## config.mk

```make
export PLATFORM = sky130hd
export DESIGN_NAME = logic_cell_config
export DESIGN_NICKNAME = d
export VERILOG_FILES = /design/src/logic_cell_pkg.sv /design/src/source_bus_if.sv /design/src/source_sync.sv /design/src/source_mux.sv /design/src/logic_cell_config.sv
export SDC_FILE = /design/constraint.sdc
export NUM_CORES = 1
export LEC_CHECK = 0
export ABC_AREA = 1
export BUFFER_PORTS_ARGS = -buffer_cell sky130_fd_sc_hd__buf_4
export CAP_MARGIN = 20
export CORE_UTILIZATION = 35
export CTS_CLUSTER_SIZE = 40
export DETAILED_ROUTE_END_ITERATION = 10
export PLACE_DENSITY = 0.56
export SLEW_MARGIN = 20
export SYNTH_ARGS = -nofsm -noshare
export SYNTH_HDL_FRONTEND = slang
export SYNTH_HIERARCHICAL = 1
export SYNTH_SLANG_ARGS = --single-unit
```

## constraint.sdc

```tcl
create_clock -name clock_in -period 4.65 [get_ports clock_in]
set_clock_uncertainty 0.15 [all_clocks]
set_input_delay 0.6975 -clock clock_in [delete_from_list [all_inputs] [get_ports clock_in]]
set_output_delay 0.6975 -clock clock_in [all_outputs]
set_load 0.01 [all_outputs]
```

## src/logic_cell_pkg.sv

```systemverilog
/*
  Constants for the logic cell configuration slice: register offsets,
  field positions, source codes and reset values.
  Assumes a byte-wide register port addressed by the printed offsets.
*/
package logic_cell_pkg;

  // ------------------------------------------------------------
  // Register map
  // ------------------------------------------------------------
  localparam logic [15:0] POLARITY_OFFSET     = 16'h1E11;
  localparam logic [15:0] DATA_ONE_OFFSET     = 16'h1E12;
  localparam logic [15:0] DATA_TWO_OFFSET     = 16'h1E13;
  localparam logic [15:0] DATA_THREE_OFFSET   = 16'h1E14;
  localparam logic [15:0] GATE_IN_OFFSET      = 16'h1E40;

  localparam int ADDR_W    = 16;
  localparam int DATA_W    = 8;
  localparam int SRC_W     = 6;
  localparam int NUM_GATES = 4;
  localparam int NUM_SRCS  = 64;

  // ------------------------------------------------------------
  // Field layout
  // ------------------------------------------------------------
  localparam int OUT_INV_BIT = 7;

  // Values a power-on reset leaves in fields whose documented state is unknown, the system reset value of the output invert and the zero read value
  localparam logic [3:0]       GATE_INV_POR = 4'h0;
  localparam logic [SRC_W-1:0] SOURCE_POR   = 6'h00;
  localparam logic             OUT_INV_RST  = 1'b0;
  localparam logic [7:0]       READ_ZERO    = 8'h00;

  // ------------------------------------------------------------
  // Source codes
  // ------------------------------------------------------------
  localparam logic [SRC_W-1:0] SRC_PIN_FIRST   = 6'h00;
  localparam logic [SRC_W-1:0] SRC_SYSCLK      = 6'h04;
  localparam logic [SRC_W-1:0] SRC_REFCLK      = 6'h0B;
  localparam logic [SRC_W-1:0] SRC_TIMER_FIRST = 6'h0C;
  localparam logic [SRC_W-1:0] SRC_CAPT_FIRST  = 6'h14;
  localparam logic [SRC_W-1:0] SRC_MOD         = 6'h1F;
  localparam logic [SRC_W-1:0] SRC_CELL_FIRST  = 6'h20;
  localparam logic [SRC_W-1:0] SRC_SER_FIRST   = 6'h24;
  localparam logic [SRC_W-1:0] SRC_RSV_A       = 6'h28;
  localparam logic [SRC_W-1:0] SRC_RSV_B       = 6'h29;
  localparam logic [SRC_W-1:0] SRC_WAVE_FIRST  = 6'h2A;
  localparam logic [SRC_W-1:0] SRC_WAVE_LAST   = 6'h2D;

  // Mask of codes that carry a real source: 0..39 and 42..45
  localparam logic [NUM_SRCS-1:0] SRC_VALID_MASK = 64'h0000_3CFF_FFFF_FFFF;

endpackage

```

## src/source_bus_if.sv

```systemverilog
/*
  Carries the 64 synchronised source lines from the synchroniser into the selectors.
  Assumes one clock domain on both ends.
*/
`timescale 1ns/1ps
interface source_bus_if;
  import logic_cell_pkg::*;
  logic [NUM_SRCS-1:0] lines;
  modport producer (output lines);
  modport consumer (input lines);
endinterface

```

## src/source_sync.sv

```systemverilog
/*
  Two-flop synchroniser for every source line.
  Assumes sources may change at any time relative to clock_in.
*/
`timescale 1ns/1ps
module source_sync
  import logic_cell_pkg::*;
(
  // Clock and reset
  input  wire logic                clock_in,
  input  wire logic                sys_rst_in,
  // Raw sources
  input  wire logic [NUM_SRCS-1:0] raw_in,
  // Synchronised sources
  source_bus_if.producer           bus
);
  logic [NUM_SRCS-1:0] meta_q;
  logic [NUM_SRCS-1:0] sync_q;

  always_ff @(posedge clock_in or posedge sys_rst_in)
  begin
    if (sys_rst_in)
    begin
      meta_q <= '0;
      sync_q <= '0;
    end
    else
    begin
      meta_q <= raw_in;
      sync_q <= meta_q;
    end
  end

  assign bus.lines = sync_q;
endmodule

```

## src/source_mux.sv

```systemverilog
/*
  One 64-way source selector; reserved codes give a constant zero.
  Assumes synchronised source lines.
*/
`timescale 1ns/1ps
module source_mux
  import logic_cell_pkg::*;
(
  // Selection
  input  wire logic [SRC_W-1:0] code_in,
  // Sources
  source_bus_if.consumer        bus,
  // Result
  output logic                  data_out
);
  always_comb
  begin
    if (SRC_VALID_MASK[code_in])
      data_out = bus.lines[code_in];  // see see
    else
      data_out = 1'b0;
  end
endmodule

```

## src/logic_cell_config.sv

```systemverilog
/*
  Configuration slice of a configurable logic cell: polarity register,
  three data source selectors and the gate and output polarity paths.
  Assumes a byte register port with one-cycle strobes and read data one
  cycle later, and sources that are asynchronous to clock_in.
*/
// The address-and-strobe port was decided locally.
//
// Operation
// Output invert bit set inverts the final cell output; clear passes it.
// Each gate invert bit 0..3 inverts its gate before the cell function.
// Gate invert bits unknown after power-on; other resets keep them.
// Data one select bits 5..0 pick the source of data input one.
// Data two select bits 5..0 pick data input two, same coding.
// Data three select bits 5..0 pick the source of data input three.
// Codes 0-3 pins, 4 system clock, 5-10 oscillators, 11 reference clock.
// Codes 12-19 timers, 20-23 capture, 24-31 PWM and analog events.
// Codes 32-35 cells, 36-39 serial, 42-45 waveform; others reserved.
// Select fields unknown after power-on; other resets keep them.
// Polarity register: output invert bit 7, gate inverts bits 3..0, output resets 0.
// Reserved source code drives its data input to constant zero.
`timescale 1ns/1ps
module logic_cell_config
  import logic_cell_pkg::*;
(
  // Clock and resets
  input  wire logic                 clock_in,
  input  wire logic                 sys_rst_in,
  input  wire logic                 por_rst_in,
  // Register port
  input  wire logic [ADDR_W-1:0]    reg_addr_in,
  input  wire logic [DATA_W-1:0]    reg_wdata_in,
  input  wire logic                 reg_write_in,
  input  wire logic                 reg_read_in,
  output logic      [DATA_W-1:0]    reg_rdata_out,
  // Sources and cell datapath
  input  wire logic [NUM_SRCS-1:0]  source_in,
  input  wire logic [NUM_GATES-1:0] gate_raw_in,
  input  wire logic                 cell_core_in,
  output logic      [2:0]           data_sel_out,
  output logic      [NUM_GATES-1:0] gate_to_cell_out,
  output logic                      cell_result_out
);

  // ------------------------------------------------------------
  // Configuration registers
  // ------------------------------------------------------------
  logic                 cell_output_invert_q;
  logic [NUM_GATES-1:0] gate_output_invert_q;
  logic [SRC_W-1:0]     input_one_source_q;
  logic [SRC_W-1:0]     input_two_source_q;
  logic [SRC_W-1:0]     input_three_source_q;
  logic [NUM_GATES-1:0] gate_sync_meta_q;
  logic [NUM_GATES-1:0] gate_sync_q;
  logic                 core_meta_q;
  logic                 core_sync_q;

  logic wr_invert;
  logic wr_one;
  logic wr_two;
  logic wr_three;
  assign wr_invert = reg_write_in && (reg_addr_in == POLARITY_OFFSET);
  assign wr_one    = reg_write_in && (reg_addr_in == DATA_ONE_OFFSET);
  assign wr_two    = reg_write_in && (reg_addr_in == DATA_TWO_OFFSET);
  assign wr_three  = reg_write_in && (reg_addr_in == DATA_THREE_OFFSET);

  // Output invert clears on the system reset (sys_rst_in) only
  always_ff @(posedge clock_in or posedge sys_rst_in)
  begin
    if (sys_rst_in)
      cell_output_invert_q <= OUT_INV_RST;
    else if (wr_invert)
      cell_output_invert_q <= reg_wdata_in[OUT_INV_BIT];
  end

  // Gate inverts and selectors survive the system reset; only power-on
  // loads them, with a fixed value standing for the unknown state
  always_ff @(posedge clock_in or posedge por_rst_in)
  begin
    if (por_rst_in)
      gate_output_invert_q <= GATE_INV_POR;
    else if (wr_invert)
      gate_output_invert_q <= reg_wdata_in[NUM_GATES-1:0];
  end

  always_ff @(posedge clock_in or posedge por_rst_in)
  begin
    if (por_rst_in)
    begin
      input_one_source_q   <= SOURCE_POR;
      input_two_source_q   <= SOURCE_POR;
      input_three_source_q <= SOURCE_POR;
    end
    else
    begin
      if (wr_one)
        input_one_source_q <= reg_wdata_in[SRC_W-1:0];
      if (wr_two)
        input_two_source_q <= reg_wdata_in[SRC_W-1:0];
      if (wr_three)
        input_three_source_q <= reg_wdata_in[SRC_W-1:0];
    end
  end

  // ------------------------------------------------------------
  // Read path
  // ------------------------------------------------------------
  always_ff @(posedge clock_in or posedge sys_rst_in)
  begin
    if (sys_rst_in)
      reg_rdata_out <= READ_ZERO;
    else if (reg_read_in)
    begin
      case (reg_addr_in)
        POLARITY_OFFSET:   reg_rdata_out <= {cell_output_invert_q, 3'h0, gate_output_invert_q};
        DATA_ONE_OFFSET:   reg_rdata_out <= {2'h0, input_one_source_q};
        DATA_TWO_OFFSET:   reg_rdata_out <= {2'h0, input_two_source_q};
        DATA_THREE_OFFSET: reg_rdata_out <= {2'h0, input_three_source_q};
        GATE_IN_OFFSET:    reg_rdata_out <= {4'h0, gate_sync_q};
        default:           reg_rdata_out <= READ_ZERO;
      endcase
    end
    else
      reg_rdata_out <= READ_ZERO;
  end

  // ------------------------------------------------------------
  // Source selection
  // ------------------------------------------------------------
  source_bus_if src_bus ();

  source_sync u_sync (
    .clock_in   (clock_in),
    .sys_rst_in (sys_rst_in),
    .raw_in     (source_in),
    .bus        (src_bus.producer)
  );

  logic [2:0]       mux_out;
  logic [SRC_W-1:0] sel_code [3];
  assign sel_code[0] = input_one_source_q;
  assign sel_code[1] = input_two_source_q;
  assign sel_code[2] = input_three_source_q;

  genvar gi;
  generate
    for (gi = 0; gi < 3; gi++)
    begin : g_sel
      source_mux u_mux (
        .code_in  (sel_code[gi]),
        .bus      (src_bus.consumer),
        .data_out (mux_out[gi])
      );
    end
  endgenerate

  always_ff @(posedge clock_in or posedge sys_rst_in)
  begin
    if (sys_rst_in)
      data_sel_out <= 3'h0;
    else
      data_sel_out <= mux_out;   // see see
  end

  // ------------------------------------------------------------
  // Polarity datapath
  // ------------------------------------------------------------
  always_ff @(posedge clock_in or posedge sys_rst_in)
  begin
    if (sys_rst_in)
    begin
      gate_sync_meta_q <= '0;
      gate_sync_q      <= '0;
      core_meta_q      <= 1'b0;
      core_sync_q      <= 1'b0;
    end
    else
    begin
      gate_sync_meta_q <= gate_raw_in;
      gate_sync_q      <= gate_sync_meta_q;
      core_meta_q      <= cell_core_in;
      core_sync_q      <= core_meta_q;
    end
  end

  always_ff @(posedge clock_in or posedge sys_rst_in)
  begin
    if (sys_rst_in)
    begin
      gate_to_cell_out <= '0;
      cell_result_out  <= 1'b0;
    end
    else
    begin
      gate_to_cell_out <= gate_sync_q ^ gate_output_invert_q;
      cell_result_out  <= core_sync_q ^ cell_output_invert_q;
    end
  end

  // ------------------------------------------------------------
  // Checks
  // ------------------------------------------------------------
  out_invert_a: assert property (@(posedge clock_in) disable iff (sys_rst_in)
    !sys_rst_in |=> cell_result_out == ($past(core_sync_q) ^ $past(cell_output_invert_q)))
    else $error("cell result polarity wrong");

  // Gate inverts survive a warm reset while the output flops clear, so the
  // release edge itself is left out
  gate_invert_a: assert property (@(posedge clock_in) disable iff (sys_rst_in)
    !sys_rst_in |=> gate_to_cell_out == ($past(gate_sync_q) ^ $past(gate_output_invert_q)))
    else $error("gate polarity wrong");

  gate_keep_a: assert property (@(posedge clock_in) disable iff (por_rst_in)
    !wr_invert |=> gate_output_invert_q == $past(gate_output_invert_q))
    else $error("gate invert changed without write");

  sel_one_a: assert property (@(posedge clock_in) disable iff (por_rst_in)
    wr_one |=> input_one_source_q == $past(reg_wdata_in[SRC_W-1:0]))
    else $error("data one select not stored");

  sel_two_a: assert property (@(posedge clock_in) disable iff (por_rst_in)
    wr_two |=> input_two_source_q == $past(reg_wdata_in[SRC_W-1:0]))
    else $error("data two select not stored");

  sel_three_a: assert property (@(posedge clock_in) disable iff (por_rst_in)
    wr_three |=> input_three_source_q == $past(reg_wdata_in[SRC_W-1:0]))
    else $error("data three select not stored");

  sel_route_a: assert property (@(posedge clock_in) disable iff (sys_rst_in)
    (input_one_source_q < SRC_RSV_A) |=> data_sel_out[0] == $past(src_bus.lines[input_one_source_q]))
    else $error("data one routed wrong");

  wave_route_a: assert property (@(posedge clock_in) disable iff (sys_rst_in)
    (input_two_source_q >= SRC_WAVE_FIRST && input_two_source_q <= SRC_WAVE_LAST)
    |=> data_sel_out[1] == $past(src_bus.lines[input_two_source_q]))
    else $error("waveform source routed wrong");

  rsv_zero_a: assert property (@(posedge clock_in) disable iff (sys_rst_in)
    !SRC_VALID_MASK[input_three_source_q] |=> !data_sel_out[2])
    else $error("reserved code not zero");

  sel_hold_a: assert property (@(posedge clock_in) disable iff (por_rst_in)
    !wr_one |=> $stable(input_one_source_q))
    else $error("data one select changed");

  out_rst_a: assert property (@(posedge clock_in)
    $fell(sys_rst_in) |-> !cell_output_invert_q)
    else $error("output invert not cleared");

  // ------------------------------------------------------------
  // Register and routing checks
  // ------------------------------------------------------------
  out_store_a: assert property (@(posedge clock_in) disable iff (sys_rst_in)
    wr_invert
    |=> cell_output_invert_q == $past(reg_wdata_in[OUT_INV_BIT]))
    else $error("output invert not stored");

  out_keep_a: assert property (@(posedge clock_in) disable iff (sys_rst_in)
    !wr_invert
    |=> $stable(cell_output_invert_q))
    else $error("output invert changed without write");

  gate_store_a: assert property (@(posedge clock_in) disable iff (por_rst_in)
    wr_invert
    |=> gate_output_invert_q == $past(reg_wdata_in[NUM_GATES-1:0]))
    else $error("gate invert not stored");

  two_hold_a: assert property (@(posedge clock_in) disable iff (por_rst_in)
    !wr_two
    |=> $stable(input_two_source_q))
    else $error("data two select changed");

  three_hold_a: assert property (@(posedge clock_in) disable iff (por_rst_in)
    !wr_three
    |=> $stable(input_three_source_q))
    else $error("data three select changed");

  read_invert_a: assert property (@(posedge clock_in) disable iff (sys_rst_in)
    reg_read_in && (reg_addr_in == POLARITY_OFFSET)
    |=> reg_rdata_out == {$past(cell_output_invert_q), 3'h0, $past(gate_output_invert_q)})
    else $error("polarity read wrong");

  read_one_a: assert property (@(posedge clock_in) disable iff (sys_rst_in)
    reg_read_in && (reg_addr_in == DATA_ONE_OFFSET)
    |=> reg_rdata_out == {2'h0, $past(input_one_source_q)})
    else $error("data one read wrong");

  read_two_a: assert property (@(posedge clock_in) disable iff (sys_rst_in)
    reg_read_in && (reg_addr_in == DATA_TWO_OFFSET)
    |=> reg_rdata_out == {2'h0, $past(input_two_source_q)})
    else $error("data two read wrong");

  read_three_a: assert property (@(posedge clock_in) disable iff (sys_rst_in)
    reg_read_in && (reg_addr_in == DATA_THREE_OFFSET)
    |=> reg_rdata_out == {2'h0, $past(input_three_source_q)})
    else $error("data three read wrong");

  route_two_a: assert property (@(posedge clock_in) disable iff (sys_rst_in)
    (input_two_source_q < SRC_RSV_A)
    |=> data_sel_out[1] == $past(src_bus.lines[input_two_source_q]))
    else $error("data two routed wrong");

  route_three_a: assert property (@(posedge clock_in) disable iff (sys_rst_in)
    (input_three_source_q < SRC_RSV_A)
    |=> data_sel_out[2] == $past(src_bus.lines[input_three_source_q]))
    else $error("data three routed wrong");

  wave_one_a: assert property (@(posedge clock_in) disable iff (sys_rst_in)
    (input_one_source_q >= SRC_WAVE_FIRST && input_one_source_q <= SRC_WAVE_LAST)
    |=> data_sel_out[0] == $past(src_bus.lines[input_one_source_q]))
    else $error("waveform source one routed wrong");

  wave_three_a: assert property (@(posedge clock_in) disable iff (sys_rst_in)
    (input_three_source_q >= SRC_WAVE_FIRST && input_three_source_q <= SRC_WAVE_LAST)
    |=> data_sel_out[2] == $past(src_bus.lines[input_three_source_q]))
    else $error("waveform source three routed wrong");

  rsv_one_a: assert property (@(posedge clock_in) disable iff (sys_rst_in)
    !SRC_VALID_MASK[input_one_source_q]
    |=> !data_sel_out[0])
    else $error("reserved code one not zero");

  rsv_two_a: assert property (@(posedge clock_in) disable iff (sys_rst_in)
    !SRC_VALID_MASK[input_two_source_q]
    |=> !data_sel_out[1])
    else $error("reserved code two not zero");

  rst_outs_a: assert property (@(posedge clock_in)
    $fell(sys_rst_in)
    |-> data_sel_out == 3'h0 && gate_to_cell_out == '0 && !cell_result_out && reg_rdata_out == READ_ZERO)
    else $error("outputs not cleared by reset");

endmodule

```

==> results.toml, run 1 <==
[run_status]
status = "finished clean"

[setup_path]
cp.buffers_inverters = 1
required_ns = 4.83
worstRegToRegCells = 10
slowest_stage = "dfrtp_1"
slowest_delay_ns = 0.97
r2r_slack_ns = 2.19
r2r_end = "data_sel_out[0]"
cp_max_fo = 26
crit_top_cell = "nand2_1"
crit_path_start_kind = "flip-flop"
endpoint_kind = "flip-flop"
reg2reg_from = "input_one_source_q[0]"
critPathArrivalTime_ns = 2.64
crit_chain = "inv_2 -> nand2_1 -> nand3_1 -> nand2_1 -> nand2_1 -> nand2_1 -> nand3_1 -> nand2_1 -> nand2_1 -> nor2_1"
worstSetupPathType = "reg2reg"
cpLargestDelayFamily = "flip-flops"

[timing]
clock.fmax_mhz = 406
setup-tns-final_ns = 0
slew_headroom_pct = 33.2
rsz0062_at_grt = "no"
setup_viol = 0
drv_slew = 0
min_period_ns = 2.46
hold_viol = 0
tightest_slew_ns = 1.00
fin_crit_sh_pct = 53.0

[floorplanning]
fp-row-count = 46
die_h_um = 131
core_mm2 = 0.0161
die_area_mm2 = 0.0172
pin_count = 114
die_w_um = 131
initial_core_util_pct = 36.3

[clocking]
htreeDepth = 4
cts_buffer_depth = 2
post_cts_buffers = 0
cts_resized = 0
cts_tree = "done"
postCtsHoldBufs = 0
clk_latency_ns = 0.42
clk_pin_slew_ns = 0.06
cts-root-buf = "clkbuf_16"
cts_sinks = 136
cts_inserted_buffers = 17

[final_layout]
syn2layout_area_growth_pct = 24.9
final_net_count = 860
drive_gt1_share_pct = 19.2
multiInputGateArea_mm2 = 0.00197
seqCellArea_mm2 = 0.00340
antennaDiodeCount = 0
nFillCells = 1584

[worst_hold_path]
hold_class = "in2async"

[global_routing]
grt_antenna_before_repair = 0
grt_max_degree = 59
grt_usage_pct = 17.3
grt_pass1_wl_um = 23000
grt_pass1_vias = 4599
overflow = 0

[job]
maxCapViolations = 0

[place]
numPortBuffers = 91
hpwl_um = 9850
gp_congestion = 0.865

[route]
detail-route-antenna-nets = 0
drc = 0
drt_wl_total_um = 13900
wl_per_cell_um = 14.0
vias = 4646
avgViaCountPerCell = 4.69
drt_first_pass_iters = 5
dr.first_iter.drc_count = 341

[power_and_ir_drop]
power_w = 0.00282
power_density_mw_per_mm2 = 387
total_leakage_power_nw = 3.71
ir_drop_uv = 234

[synthesis]
syn_nets = 771
ys.warnings.count = 6
syn_avg_cell_area_um2 = 8.69
syn_area_mm2 = 0.00585
netlist_instances = 673
==> layout make-up <==
type / count / area share (%)
inverters: 81 / 4.18
multi-input cells: 432 / 27.0
repair buffers: 94 / 9.77
flip-flops and latches: 136 / 46.6
clock buffers: 17 / 5.82
clock inverters: 15 / 2.96
well taps: 216 / 3.70
==> sequential cells by signal, summed over array words and instances, names as in the netlist, 3 cells and up <==
register,flops
gate_output_invert_q,4
data_sel_out,3
gate_to_cell_out,4
gate_sync_meta_q,4
input_three_source_q,6
reg_rdata_out,7
input_two_source_q,6
u_sync/bus.lines,44
u_sync/meta_q,44
input_one_source_q,6
gate_sync_q,4
==> cell usage in the layout (no fill, tap or decap), drive strengths merged <==
cell type and instances:
buf 94, bufinv 4, clkbuf 17, clkinv 2, clkinvlp 4, conb 1, dfrtp 136, inv 86
nand2 202, nand3 110, nor2 70, nor3 1, o21a 14, o21ai 29, xor2 5
==> worst max-delay path by stage <==
stage / to / depth (start not counted) / slack, ns / startpoint
after floorplan: u_sync/bus.lines[0] / 1 / 1.52 / sys_rst_in
after CTS: data_sel_out[0] / 10 / 2.19 / input_one_source_q[0]
after global routing: data_sel_out[2] / 9 / 1.99 / input_three_source_q[0]
after detailed placement: data_sel_out[0] / 10 / 2.14 / input_one_source_q[0]
final: data_sel_out[0] / 10 / 2.19 / input_one_source_q[0]
after global placement: data_sel_out[0] / 10 / 2.24 / input_one_source_q[0]
==> metrics by stage <==
step                utilization, %  cell area, um2  instances  hold slack [ns]  setup slack (ns)
floorplan                        -            5850        673            0.181              1.52
global placement              41.2            6650        958            0.185              2.24
detailed placement            41.2            6650        958            0.186              2.14
CTS                           45.2            7290        990            0.195              2.19
global route                  45.3            7300        991           0.0662              1.99
finish                        45.3            7300        991           0.0597              2.19
==> where the power goes <==
group          total, W  internal, W  switching (W)
clock network   0.00143     0.000910       0.000521
registers       0.00126      0.00123      0.0000256
logic          0.000136    0.0000666      0.0000691
total           0.00282      0.00221       0.000616
==> routing by layer <==
| layer | GRT usage [%] | part of all wire [%] |
|---|---|---|
| met1 | 21.2 | 43 |
| met2 | 28.3 | 48 |
| met3 | 4.63 | 6.1 |
| met4 | 8.27 | 2.5 |
| met5 | 0 | 0 |
No activity file was read; power rests on OpenSTA's default activity.
==> inputs of run 2 (changes only) <==
clock period = 2.41 ns   (was 4.65 ns; I/O delays follow)
==> run 2 against run 1 <==
- total power is 86% higher
- combinational power is 150% higher
- sequential cell count stayed put
- first-iteration DRC count is 9.4% higher
- sequential power is 92% higher
- non-clock buffer count is 61 higher
- critical path depth is 1 lower
- maximum frequency is 36% higher
- utilization is 3.3 points higher
- largest cell class unchanged
- setup slack worse by 1.6 ns
- critical path type unchanged
==> results.toml, run 2 (synthesis gave the netlist of run 1 again) <==
[final_layout]
final_net_count = 921
nFillCells = 1542
antennaDiodeCount = 0
multiInputGateArea_mm2 = 0.00197
syn2layout_area_growth_pct = 34.1
finalInstanceArea_mm2 = 0.00784
drive_gt1_share_pct = 18.7
seqCellArea_mm2 = 0.00340
final_cell_mix = "nand2_1, dfrtp_1, nand3_1"
final_common_cell = "nand2_1"
utilization_pct = 48.7

[route]
dr.first_iter.drc_count = 373
drt_wl_total_um = 14700
drc = 0
avgViaCountPerCell = 4.67
detail-route-antenna-nets = 0
drt_first_pass_iters = 6
vias = 4910
wl_per_cell_um = 14.0

[timing]
setup_viol = 0
hold_viol = 0
slew_headroom_pct = 43.4
clock.fmax_mhz = 550
min_period_ns = 1.82
drv_slew = 0
tightest_slew_ns = 0.847
fin_crit_sh_pct = 75.4
setup_slack_ns = 0.592
rsz0062_at_grt = "no"
setup-tns-final_ns = 0

[job]
maxCapViolations = 0

[setup_path]
cp_max_fo = 22
required_ns = 2.59
critPathArrivalTime_ns = 2.00
endpoint_kind = "flip-flop"
crit_path_start_kind = "flip-flop"
r2r_slack_ns = 0.59
worstSetupPathType = "reg2reg"

[place]
placed_cell_area_mm2 = 0.00672
hpwl_um = 10300
numPortBuffers = 91
pre_cts_ws_ns = 0.448
gp_congestion = 0.863

[clocking]
post_cts_buffers = 0
cts-root-buf = "clkbuf_16"
htreeDepth = 4
cts_buffer_depth = 2
cts_tree = "done"
cts_sinks = 136
postCtsHoldBufs = 53
cts_resized = 0
clk_latency_ns = 0.42
clk_pin_slew_ns = 0.06
cts_inserted_buffers = 17

[floorplanning]
initial_core_util_pct = 36.3
die_w_um = 131
die_h_um = 131
pin_count = 114
core_mm2 = 0.0161
fp-row-count = 46
die_area_mm2 = 0.0172

[global_routing]
overflow = 0
grt_pass1_vias = 4941
gr-usage-met3_pct = 5.09
grt_antenna_before_repair = 0
grt_max_degree = 51
grt_use_met1_pct = 21.9
grt_usage_pct = 18.4
use_met2_pct = 31.4
grt_pass1_wl_um = 24600
grt-busiest-layer = "met2"

[run_status]
status = "finished clean"

[power_and_ir_drop]
ir_drop_uv = 534
power_density_mw_per_mm2 = 671
total_leakage_power_nw = 3.94

[worst_hold_path]
hold_class = "in2reg"
-- run 2: worst max-delay path: stages, from the launching register on --
cell	delay, ns
dfrtp_1	0.46
buf_4	0.34
nor2_1	0.08
nor2_1	0.08
o21ai_1	0.07
o21ai_0	0.13
nor2_1	0.07
nor2_1	0.13
nor2_1	0.05
nor2_1	0.16
-- run 2: layer usage --
metal  routed length, um  up-vias
met2                7160      196
li1                    -     2391
met5                   0        -
met1                6130     2287
met3                1050       36
met4                 400        0
-- run 2: through the flow --
stage,total power (W),hold WS [ns],instances
after detailed placement,0.00274,0.186,966
final,0.00526,0.0296,1051
after global placement,0.00273,0.186,966
after floorplan,0.00257,0.181,673
after global routing,0.00549,0.0227,1051
after CTS,0.00532,0.0154,1050
-- run 2: report_power, final --
part           internal (W)  switching, W
Clock               0.00152      0.000980
Sequential          0.00238     0.0000491
Combinational      0.000187      0.000149
Total               0.00408       0.00118
-- run 2: final cells by class --
cell class	instances	share of cell area (%)
inverters	81	3.93
clock inverters	14	1.90
flip-flops and latches	136	43.4
repair buffers	155	16.8
clock buffers	17	5.43
well taps	216	3.45
multi-input cells	432	25.1
-- run 2: final timing paths --
path | start | endpoint | depth (start not counted)
hold / removal | reg_wdata_in[1] | gate_output_invert_q[1] | 3
setup reg to reg | input_three_source_q[0] | data_sel_out[2] | 9
hold reg to reg | u_sync/meta_q[25] | u_sync/bus.lines[25] | 0
max in group asynchronous | sys_rst_in | u_sync/meta_q[44] | 4
setup / recovery | input_three_source_q[0] | data_sel_out[2] | 9
min in group asynchronous | sys_rst_in | gate_sync_meta_q[1] | 3
